### config.mk
export PLATFORM = sky130hd
export DESIGN_NAME = vme_slave_address_decoder
export DESIGN_NICKNAME = d
export VERILOG_FILES = /design/src/include/vme_dec_pkg.sv /design/src/vme_slave_address_decoder.sv
export SDC_FILE = /design/constraint.sdc
export NUM_CORES = 1
export LEC_CHECK = 0
export ABC_AREA = 1
export BUFFER_PORTS_ARGS = -buffer_cell sky130_fd_sc_hd__buf_2
export CORE_ASPECT_RATIO = 0.5
export CORE_MARGIN = 3
export CORE_UTILIZATION = 52
export DETAILED_ROUTE_END_ITERATION = 8
export GPL_TIMING_DRIVEN = 0
export PLACE_DENSITY = 0.88
export RECOVER_POWER = 100
export SYNTH_ARGS = -nofsm -noshare
export SYNTH_HDL_FRONTEND = slang
export SYNTH_SLANG_ARGS = --single-unit
export TNS_END_PERCENT = 100
### constraint.sdc
create_clock -name SYS_CLK -period 2.65 [get_ports SYS_CLK]
set_clock_uncertainty 0.05 [all_clocks]
set_input_delay 0.53 -clock SYS_CLK [delete_from_list [all_inputs] [get_ports SYS_CLK]]
set_output_delay 0.53 -clock SYS_CLK [all_outputs]
set_load 0.02 [all_outputs]
### src/include/vme_dec_pkg.sv
// Package of constants and types for the VME slave address decoder
package vme_dec_pkg;
    // ==========================================================
    // Address modifier codes
    localparam logic [5:0] AM_A24_SUP_BLT = 6'h3f;
    localparam logic [5:0] AM_A24_SUP_DATA = 6'h3d;
    localparam logic [5:0] AM_A24_SUP_MBLT = 6'h3c;
    localparam logic [5:0] AM_A24_USR_BLT = 6'h3b;
    localparam logic [5:0] AM_A24_USR_DATA = 6'h39;
    localparam logic [5:0] AM_A24_USR_MBLT = 6'h38;
    localparam logic [5:0] AM_CSR = 6'h2f;
    localparam logic [5:0] AM_A32_SUP_BLT = 6'h0f;
    localparam logic [5:0] AM_A32_SUP_DATA = 6'h0d;
    localparam logic [5:0] AM_A32_SUP_MBLT = 6'h0c;
    localparam logic [5:0] AM_A32_USR_BLT = 6'h0b;
    localparam logic [5:0] AM_A32_USR_DATA = 6'h09;
    localparam logic [5:0] AM_A32_USR_MBLT = 6'h08;
    // ==========================================================
    // Register offsets (A[15:0])
    localparam logic [15:0] OFS_BUF_LAST = 16'h0ffc;
    localparam logic [15:0] OFS_SLOT_ID = 16'h1002;
    localparam logic [15:0] OFS_MCAST_ADDR = 16'h1004;
    localparam logic [15:0] OFS_BIT_SET = 16'h1006;
    localparam logic [15:0] OFS_BIT_CLR = 16'h1008;
    localparam logic [15:0] OFS_BASE_HI = 16'h1012;
    localparam logic [15:0] OFS_BASE_LO = 16'h1014;
    localparam logic [15:0] OFS_CHAIN_CTL = 16'h101a;
    // ==========================================================
    // Field positions and reset values
    localparam int BIT_SEL_REGS = 4;
    localparam int BIT_CHAIN_FIRST = 1;
    localparam int BIT_CHAIN_LAST = 0;
    localparam logic [7:0] RST_MCAST_ADDR = 8'haa;
    localparam logic [7:0] RST_BASE = 8'h00;
    localparam logic [15:0] RST_MODE = 16'h0000;
    localparam logic [1:0] RST_CHAIN = 2'h0;
    localparam logic [4:0] RST_SLOT = 5'h00;
    localparam int SLOT_MSB_POS = 27;
    // ==========================================================
    // Bus request carried as one struct
    typedef struct packed {
        logic [31:0] addr;
        logic [5:0] am;
        logic write;
        logic [15:0] wdata;
    } vme_req_t;
    // Chain role
    typedef enum logic [1:0] {
        ROLE_INACTIVE = 2'b00,
        ROLE_LAST = 2'b01,
        ROLE_FIRST = 2'b10,
        ROLE_MIDDLE = 2'b11
    } chain_role_t;
    // Access class
    typedef enum logic [1:0] {
        ACC_NONE = 2'b00,
        ACC_BASE = 2'b01,
        ACC_GEO = 2'b10,
        ACC_SHARED = 2'b11
    } acc_kind_t;
endpackage

### src/vme_slave_address_decoder.sv
// VME slave address decoder with base, slot and shared addressing
`timescale 1ns/100ps
module vme_slave_address_decoder (
    // Clock and reset
    input wire logic SYS_CLK,
    input wire logic RESET_N,
    // Bus request, strobe held for the whole cycle
    input wire logic STROBE,
    input wire vme_dec_pkg::vme_req_t REQ,
    // Backplane straps
    input wire logic [4:0] SLOT_NUMBER_LINES,
    input wire logic AUX_CONNECTOR_PRESENT,
    input wire logic [15:0] ROTARY_BASE,
    // Daisy chain token in and out
    input wire logic TOKEN_IN,
    output logic TOKEN_OUT,
    // Answers
    output logic ACK,
    output logic [15:0] RDATA,
    output logic BUF_READ,
    output logic FRAME_TAG_VALID,
    output logic [31:0] FRAME_TAG,
    output vme_dec_pkg::acc_kind_t ACC_KIND
);
    // ==========================================================
    // State
    logic [15:0] mode_r;
    logic [7:0] base_hi_r;
    logic [7:0] base_lo_r;
    logic [7:0] mcast_r;
    logic [1:0] chain_r;
    logic [4:0] slot_r;
    logic slot_cap_r;
    logic strobe_d_r;
    logic done_r;
    logic holder_r;
    logic ack_r;
    logic [15:0] rdata_r;
    logic buf_rd_r;
    logic tag_v_r;
    vme_dec_pkg::acc_kind_t kind_r;

    // ==========================================================
    // Modifier classes
    wire [5:0] am = REQ.am;
    wire is_a24 = (am == vme_dec_pkg::AM_A24_SUP_BLT) ||
        (am == vme_dec_pkg::AM_A24_SUP_DATA) ||
        (am == vme_dec_pkg::AM_A24_SUP_MBLT) ||
        (am == vme_dec_pkg::AM_A24_USR_BLT) ||
        (am == vme_dec_pkg::AM_A24_USR_DATA) ||
        (am == vme_dec_pkg::AM_A24_USR_MBLT);
    wire is_a32_blt = (am == vme_dec_pkg::AM_A32_SUP_BLT) ||
        (am == vme_dec_pkg::AM_A32_USR_BLT) ||
        (am == vme_dec_pkg::AM_A32_SUP_MBLT) ||
        (am == vme_dec_pkg::AM_A32_USR_MBLT);
    wire is_a32_data = (am == vme_dec_pkg::AM_A32_SUP_DATA) ||
        (am == vme_dec_pkg::AM_A32_USR_DATA);
    wire is_a32 = is_a32_blt || is_a32_data;
    wire is_csr = (am == vme_dec_pkg::AM_CSR);

    // ==========================================================
    // Address compare
    wire [15:0] base_sel = mode_r[vme_dec_pkg::BIT_SEL_REGS] ?
        {base_hi_r, base_lo_r} : ROTARY_BASE;
    wire [15:0] ofs = REQ.addr[15:0];
    // Named slices so the checks can look one edge back
    wire [7:0] top_byte = REQ.addr[31:24];
    wire [7:0] mid_byte = REQ.addr[23:16];
    wire req_wr = REQ.write;
    wire is_buf = (ofs <= vme_dec_pkg::OFS_BUF_LAST);
    // Only the upper bytes take part in base hits; slot and shared hits also test the offset
    wire hit_a24 = is_a24 && (REQ.addr[23:16] == base_sel[7:0]);
    wire hit_a32 = is_a32 && (REQ.addr[31:16] == base_sel);
    wire geo_ok = is_csr && AUX_CONNECTOR_PRESENT &&
        (REQ.addr[23:19] == slot_r) &&
        (REQ.addr[18:16] == 3'h0);
    wire hit_geo = geo_ok && !is_buf;
    wire shr_addr = (REQ.addr[31:24] == mcast_r) &&
        (REQ.addr[23:16] == 8'h00);
    wire role_on = (chain_r != vme_dec_pkg::ROLE_INACTIVE);
    // Chain read: block code, read, buffer only; multicast: data, write
    wire shr_cblt = is_a32_blt && !REQ.write && is_buf;
    wire shr_multicast_write = is_a32_data && REQ.write && !is_buf;
    wire hit_shr = shr_addr && role_on && (shr_cblt || shr_multicast_write);
    // A first board holds the token at once; others wait for it
    wire first = chain_r[vme_dec_pkg::BIT_CHAIN_FIRST];
    wire last = chain_r[vme_dec_pkg::BIT_CHAIN_LAST];
    wire token_have = first && !last || TOKEN_IN;
    wire hit_any = hit_a24 || hit_a32 || hit_geo || hit_shr;
    wire start = STROBE && !strobe_d_r && !done_r;
    // Shared access outranks a base hit on the same address
    wire take_base = start && (hit_a24 || hit_a32) && !hit_shr;
    wire take_geo = start && hit_geo && !take_base;
    wire take_shr = STROBE && !done_r && hit_shr && token_have &&
        !take_base && !take_geo;
    wire take = take_base || take_geo || take_shr;
    wire do_wr = take && REQ.write;

    // ==========================================================
    // Write decode, shared write lands like any other write
    wire wr_mode = do_wr && (ofs == vme_dec_pkg::OFS_BIT_SET);
    wire wr_clr = do_wr && (ofs == vme_dec_pkg::OFS_BIT_CLR);
    wire wr_hi = do_wr && (ofs == vme_dec_pkg::OFS_BASE_HI);
    wire wr_lo = do_wr && (ofs == vme_dec_pkg::OFS_BASE_LO);
    wire wr_mc = do_wr && (ofs == vme_dec_pkg::OFS_MCAST_ADDR);
    wire wr_ch = do_wr && (ofs == vme_dec_pkg::OFS_CHAIN_CTL);
    // Writable slot only without connector; the strap would fight it
    wire wr_slot = do_wr && !AUX_CONNECTOR_PRESENT &&
        (ofs == vme_dec_pkg::OFS_SLOT_ID);
    wire [15:0] mode_nxt = wr_mode ? (mode_r | REQ.wdata) :
        wr_clr ? (mode_r & ~REQ.wdata) : mode_r;
    logic [15:0] rd_mux;
    always_comb begin
        case (ofs)
            vme_dec_pkg::OFS_SLOT_ID: rd_mux = {11'h0, slot_r};
            vme_dec_pkg::OFS_MCAST_ADDR: rd_mux = {8'h00, mcast_r};
            vme_dec_pkg::OFS_BIT_SET: rd_mux = mode_r;
            vme_dec_pkg::OFS_BIT_CLR: rd_mux = mode_r;
            vme_dec_pkg::OFS_BASE_HI: rd_mux = {8'h00, base_hi_r};
            vme_dec_pkg::OFS_BASE_LO: rd_mux = {8'h00, base_lo_r};
            vme_dec_pkg::OFS_CHAIN_CTL: rd_mux = {14'h0, chain_r};
            default: rd_mux = 16'h0000;
        endcase
    end
    // Access kind shows for the answer cycle only
    vme_dec_pkg::acc_kind_t kind_nxt;
    assign kind_nxt = take_base ? vme_dec_pkg::ACC_BASE :
        take_geo ? vme_dec_pkg::ACC_GEO :
        take_shr ? vme_dec_pkg::ACC_SHARED : vme_dec_pkg::ACC_NONE;

    // ==========================================================
    // Slot capture one edge after reset release
    always_ff @(posedge SYS_CLK or negedge RESET_N) begin
        if (!RESET_N) begin
            slot_cap_r <= 1'b1;
            slot_r <= vme_dec_pkg::RST_SLOT;
        end else begin
            slot_cap_r <= 1'b0;
            if (slot_cap_r && AUX_CONNECTOR_PRESENT) begin
                slot_r <= SLOT_NUMBER_LINES;
            end else if (wr_slot) begin
                slot_r <= REQ.wdata[4:0];
            end
        end
    end

    // Control registers
    always_ff @(posedge SYS_CLK or negedge RESET_N) begin
        if (!RESET_N) begin
            mode_r <= vme_dec_pkg::RST_MODE;
            base_hi_r <= vme_dec_pkg::RST_BASE;
            base_lo_r <= vme_dec_pkg::RST_BASE;
            mcast_r <= vme_dec_pkg::RST_MCAST_ADDR;
            chain_r <= vme_dec_pkg::RST_CHAIN;
        end else begin
            mode_r <= mode_nxt;
            if (wr_hi) base_hi_r <= REQ.wdata[7:0];
            if (wr_lo) base_lo_r <= REQ.wdata[7:0];
            if (wr_mc) mcast_r <= REQ.wdata[7:0];
            if (wr_ch) chain_r <= REQ.wdata[1:0];
        end
    end

    // Cycle tracking: one answer per strobe
    always_ff @(posedge SYS_CLK or negedge RESET_N) begin
        if (!RESET_N) begin
            strobe_d_r <= 1'b0;
            done_r <= 1'b0;
            holder_r <= 1'b0;
        end else begin
            strobe_d_r <= STROBE;
            done_r <= STROBE && (done_r || take);
            // Token leaves once this board ends its share of a shared access, chain read or multicast write
            holder_r <= STROBE && (holder_r || take_shr);
        end
    end

    // Answer registers
    always_ff @(posedge SYS_CLK or negedge RESET_N) begin
        if (!RESET_N) begin
            ack_r <= 1'b0;
            rdata_r <= 16'h0000;
            buf_rd_r <= 1'b0;
            tag_v_r <= 1'b0;
            kind_r <= vme_dec_pkg::ACC_NONE;
        end else begin
            ack_r <= take;
            rdata_r <= take ? rd_mux : rdata_r;
            buf_rd_r <= take && !REQ.write && is_buf;
            tag_v_r <= take_shr && !REQ.write;
            kind_r <= kind_nxt;
        end
    end

    // ==========================================================
    // Outputs
    assign ACK = ack_r;
    assign RDATA = rdata_r;
    assign BUF_READ = buf_rd_r;
    assign FRAME_TAG_VALID = tag_v_r;
    assign FRAME_TAG = {slot_r, 27'h0};
    assign ACC_KIND = kind_r;
    // Pass token on after own share, unless this board closes the chain
    assign TOKEN_OUT = holder_r && !STROBE ? 1'b0 :
        (done_r && kind_r == vme_dec_pkg::ACC_SHARED && !(last && !first));

    // ==========================================================
    // Checks
    // Answers are judged one edge after the take, from the registers,
    // so a broken take term cannot vouch for itself
    property p_no_ack_miss;
        @(posedge SYS_CLK) disable iff (!RESET_N)
        (STROBE && !hit_any) |=> !ack_r;
    endproperty
    a_no_ack_miss: assert property (p_no_ack_miss)
        else $error("ack on unmatched cycle");
    // A matched base cycle is answered on the next edge
    property p_base_ack;
        @(posedge SYS_CLK) disable iff (!RESET_N)
        (start && (hit_a24 || hit_a32) && !hit_shr) |=>
            ack_r && kind_r == vme_dec_pkg::ACC_BASE;
    endproperty
    a_base_ack: assert property (p_base_ack)
        else $error("matched base cycle not answered");
    // A matched slot cycle is answered on the next edge
    property p_geo_ack;
        @(posedge SYS_CLK) disable iff (!RESET_N)
        (start && geo_ok && !is_buf) |=>
            ack_r && kind_r == vme_dec_pkg::ACC_GEO;
    endproperty
    a_geo_ack: assert property (p_geo_ack)
        else $error("matched slot cycle not answered");
    property p_geo_csr;
        @(posedge SYS_CLK) disable iff (!RESET_N)
        (ack_r && kind_r == vme_dec_pkg::ACC_GEO) |->
            $past(is_csr) && !$past(is_buf);
    endproperty
    a_geo_csr: assert property (p_geo_csr)
        else $error("slot access with bad modifier or buffer");
    property p_geo_aux;
        @(posedge SYS_CLK) disable iff (!RESET_N)
        !AUX_CONNECTOR_PRESENT |->
            !(ack_r && kind_r == vme_dec_pkg::ACC_GEO);
    endproperty
    a_geo_aux: assert property (p_geo_aux)
        else $error("slot access without connector");
    property p_slot_cap;
        @(posedge SYS_CLK) disable iff (!RESET_N)
        (slot_cap_r && AUX_CONNECTOR_PRESENT) |=>
            slot_r == $past(SLOT_NUMBER_LINES);
    endproperty
    a_slot_cap: assert property (p_slot_cap)
        else $error("slot not latched after reset");
    // Slot register moves only at capture or a permitted write
    property p_slot_hold;
        @(posedge SYS_CLK) disable iff (!RESET_N)
        (!slot_cap_r && !wr_slot) |=> $stable(slot_r);
    endproperty
    a_slot_hold: assert property (p_slot_hold)
        else $error("slot register changed unprompted");
    // Shared answers, checked against the request one edge back
    property p_shr_match;
        @(posedge SYS_CLK) disable iff (!RESET_N)
        (ack_r && kind_r == vme_dec_pkg::ACC_SHARED) |->
            $past(top_byte) == $past(mcast_r) &&
            $past(mid_byte) == 8'h00 && $past(is_a32);
    endproperty
    a_shr_match: assert property (p_shr_match)
        else $error("shared access address mismatch");
    property p_shr_dir;
        @(posedge SYS_CLK) disable iff (!RESET_N)
        (ack_r && kind_r == vme_dec_pkg::ACC_SHARED) |->
            ($past(req_wr) && $past(is_a32_data) && !$past(is_buf)) ||
            (!$past(req_wr) && $past(is_a32_blt) && buf_rd_r);
    endproperty
    a_shr_dir: assert property (p_shr_dir)
        else $error("shared access wrong direction");
    property p_token;
        @(posedge SYS_CLK) disable iff (!RESET_N)
        (ack_r && kind_r == vme_dec_pkg::ACC_SHARED) |->
            $past(role_on) && ($past(TOKEN_IN) ||
            $past(chain_r) == vme_dec_pkg::ROLE_FIRST);
    endproperty
    a_token: assert property (p_token)
        else $error("shared access without token");
    // Frame tag only with an answered chain read of the buffer
    property p_tag_frame;
        @(posedge SYS_CLK) disable iff (!RESET_N)
        tag_v_r |->
            ack_r && buf_rd_r && kind_r == vme_dec_pkg::ACC_SHARED;
    endproperty
    a_tag_frame: assert property (p_tag_frame)
        else $error("frame tag outside chain read");
    // Last board keeps the token; others pass it only after a share
    property p_token_out;
        @(posedge SYS_CLK) disable iff (!RESET_N)
        TOKEN_OUT |-> ack_r && kind_r == vme_dec_pkg::ACC_SHARED &&
            chain_r != vme_dec_pkg::ROLE_LAST;
    endproperty
    a_token_out: assert property (p_token_out)
        else $error("token passed without own share");
    property p_base_sel;
        @(posedge SYS_CLK) disable iff (!RESET_N)
        (take_base && hit_a32 && mode_r[vme_dec_pkg::BIT_SEL_REGS]) |->
            REQ.addr[31:16] == {base_hi_r, base_lo_r};
    endproperty
    a_base_sel: assert property (p_base_sel)
        else $error("base compare used wrong source");
    property p_ack_pulse;
        @(posedge SYS_CLK) disable iff (!RESET_N)
        ack_r |=> !ack_r;
    endproperty
    a_ack_pulse: assert property (p_ack_pulse)
        else $error("ack longer than one cycle");
    c_base: cover property (@(posedge SYS_CLK) take_base);
    c_geo: cover property (@(posedge SYS_CLK) take_geo);
    c_multicast_write: cover property (@(posedge SYS_CLK) take_shr && REQ.write);
    c_cblt: cover property (@(posedge SYS_CLK) take_shr && !REQ.write);
    c_token: cover property (@(posedge SYS_CLK) TOKEN_OUT);
endmodule

==> metrics.md <==
| Metric | Value |
|---|---|
| Status | complete, but fails checks |
| Failing checks | capacitance limit, slew limit |
| Worst Reg-to-Reg Cells | 18 |
| Rel. slew slack | -0.188 |
| Clk buf depth | 2 |
| CORE AREA | 8230 um2 |
| Yosys top cell area share | 0.369 |
| Setup TNS Final | 0 ns |
| Clock sink count | 72 |
| Worst-path maximum fanout | 10 |
| Die area | 9950 um2 |
| Cell Rows | 23 |
| WHS Path Cells | 1 |
| Fmax | 0.401 GHz |
| GP Congestion | 0.921 |
| Post-DP Area | 5350 um2 |
| Number of fill cells in the layout | 725 |
| CTS tree | built |
| P&R area growth vs syn | 23.1% |
| Worst slew pin tran | 1.78 ns |
| Kind of critical path | reg -> reg |
| Fraction of layout cells with a size suffix above 1 | 0.188 |
| MaxCap Viol Count | 1 |
| Placed Cells | 911 |
| Via count | 4771 |
| Remaining antenna violation count after routing | 0 |
| Layout Cells excl Fill | 926 |
| Cell taking the most area after synthesis | dfrtp_1 |
| Synth top area cells | dfrtp_1 37%, nand2_1 17%, inv_1 8.0%, nor2_1 6.7%, buf_4 4.8% |
| WP data required | 2.85 ns |
| First-pass GRT wire length | 21400 um |
| DP HPWL | 10400 um |
| Post-CTS Setup Inserts | 0 |
| Grt total ovfl | 0 |
| Final setup fails | 0 |
| Pleak | 3.19 nW |
| Register area | 1810 um2 |
| Total Wirelength | 13500 um |
| Initial Utilization | 0.551 |
| Most common cell after layout, fill and taps aside | nand2_1 |
| Die Ht | 72.1 um |
| Total track usage | 0.272 |
| DR vias/cell | 5.15 |
| Hold Vio Cnt, Final | 0 |
| Primary FF master, synth | dfrtp_1 |
| Number of synthesized flops with an enable pin | 0 |
| Buffers added on ports | 107 |
| Mapped Cells | 664 |
| Skew-Pair Late Insertion Delay | 0.34 ns |
| DRT iter0 DRCs | 470 |
| WL/cell | 14.6 um |
| DR pass1 iterations | 5 |
| Overall power | 0.00255 W |
| Total CTS buffers | 9 |
| Antenna violations before repair | 0 |
| Final worst path period need | 2.49 ns |
| Critical path arrival | 2.69 ns |
| Worst setup SP type | flip-flop |
| Post-CTS Hold Buffers | 0 |
| Largest net degree at the start of global routing | 73 |
| Reg clk slew, reported paths | 0.06 ns |
| CP Capture Type | flip-flop |
| Seq/Total Area, Yosys | 0.398 |
| Net total in the final layout | 891 |
| Diodes inserted | 0 |
| Maximum vdd drop | 0.308 mV |
| Yosys warning count | 0 |
| Die width | 138 um |
| HP Class | in -> reg |
| #FFs+latches synth | 72 |
| Area of the multi-input gates | 2150 um2 |
| Most frequent cells in the layout | 210 x nand2_1, 97 x inv_1, 81 x nor2_1, 81 x buf_2, 67 x dfrtp_1 |
| Pwr per Cell Area | 457 nW/um2 |
| Post-route DRC violation count | 0 |
| Clock Tree Root | clkbuf_16 |
| Slew Viols, Final | 73 |
| Vias in the first global route | 4333 |
| Yosys cell types | 34 |
| Syn avg cell area | 6.83 um2 |
| H-tree levels | 3 |
| Period utilization | 0.940 |
| Final instance area | 5590 um2 |
| I/O Pins | 135 |
| Mapped cell area | 4540 um2 |
| Synth async-reset ratio | 1.00 |
## routing by layer
metal	vias to the layer above	GRT usage	part of all wire
met5	-	0	0
met4	0	0.0712	0.018
met1	2162	0.362	0.42
met3	34	0.0981	0.13
li1	2321	-	-
met2	254	0.429	0.44
## worst max-delay path, cell delays in order, from the launching register on
cell     delay, ns
dfrtp_1       0.37
buf_4         0.16
inv_2         0.09
buf_6         0.14
nand2_1       0.07
nand2_1       0.06
nand2_1       0.04
nand2_1       0.08
nand2_1       0.06
nor2_1        0.10
nand3_1       0.15
nand2_2       0.11
nand3_2       0.10
nand2_4       0.14
buf_6         0.15
nand3_1       0.16
nand2_1       0.19
nand2_1       0.08
o21ai_0       0.08
## layout make-up
type,instances,share of cell area
sequential,72,0.324
multi-input combinational,475,0.385
timing repair buffer,108,0.0909
clock buffer,11,0.0435
clock inverter,4,0.00560
buffer,45,0.0600
inverter,99,0.0665
tap,112,0.0251
## power by group
part           internal, W  switching (W)  leakage, nW
Combinational     0.000110       0.000189         2.24
Clock             0.000657       0.000469        0.136
Sequential         0.00111      0.0000166        0.811
## kinds of logic after synthesis
| logic type | share of synthesized area |
|---|---|
| AND/OR/NAND/NOR | 0.339 |
| buffers and inverters | 0.154 |
| XOR/XNOR | 0.0193 |
| other | 0.000826 |
| AO/OA/AOI/OAI | 0.0877 |
| flip-flops | 0.398 |
## repair_timing
item,in CTS,in global routing
setup endpoints to repair,0,52
resized for setup,0,9
hold endpoints to repair,0,0
## worst paths after layout
| kind | startpoint | to | slack [ns] |
|---|---|---|---|
| max in group asynchronous | RESET_N | asynchronous set/reset pin | 0.76 |
| worst min register to register | RDATA[15]$_DFFE_PN0N_ | RDATA[15]$_DFFE_PN0N_ | 0.43 |
| worst min-delay path | STROBE | strobe_d_r$_DFF_PN0_ | 0.29 |
| worst max-delay path | flip-flop | slot_r[2]$_DFFE_PN0P_ | 0.16 |
| min in group asynchronous | RESET_N | done_r$_DFF_PN0_ | 0.72 |
| worst max register to register | flip-flop | slot_r[2]$_DFFE_PN0P_ | 0.16 |
## synthesized netlist by cell type (6+ instances only)
cell type and instances:
nor3_1 11, o31ai_1 8, nor2_1 81, o21ai_0 41, inv_1 97, nand3_1 32
nand2_1 211, dfrtp_1 67, buf_6 6, xor2_1 8, buf_4 29, nand4_1 22
## stage by stage
stage               utilization  hold WS [ns]  setup WS, ns
floorplan                     -         0.184         0.529
global route              0.679         0.289       -0.0548
global placement          0.646         0.411        -0.110
CTS                       0.683         0.157        0.0599
detailed placement        0.649         0.412        -0.144
finish                    0.679         0.287         0.159
No activity file was read; power rests on OpenSTA's default activity.
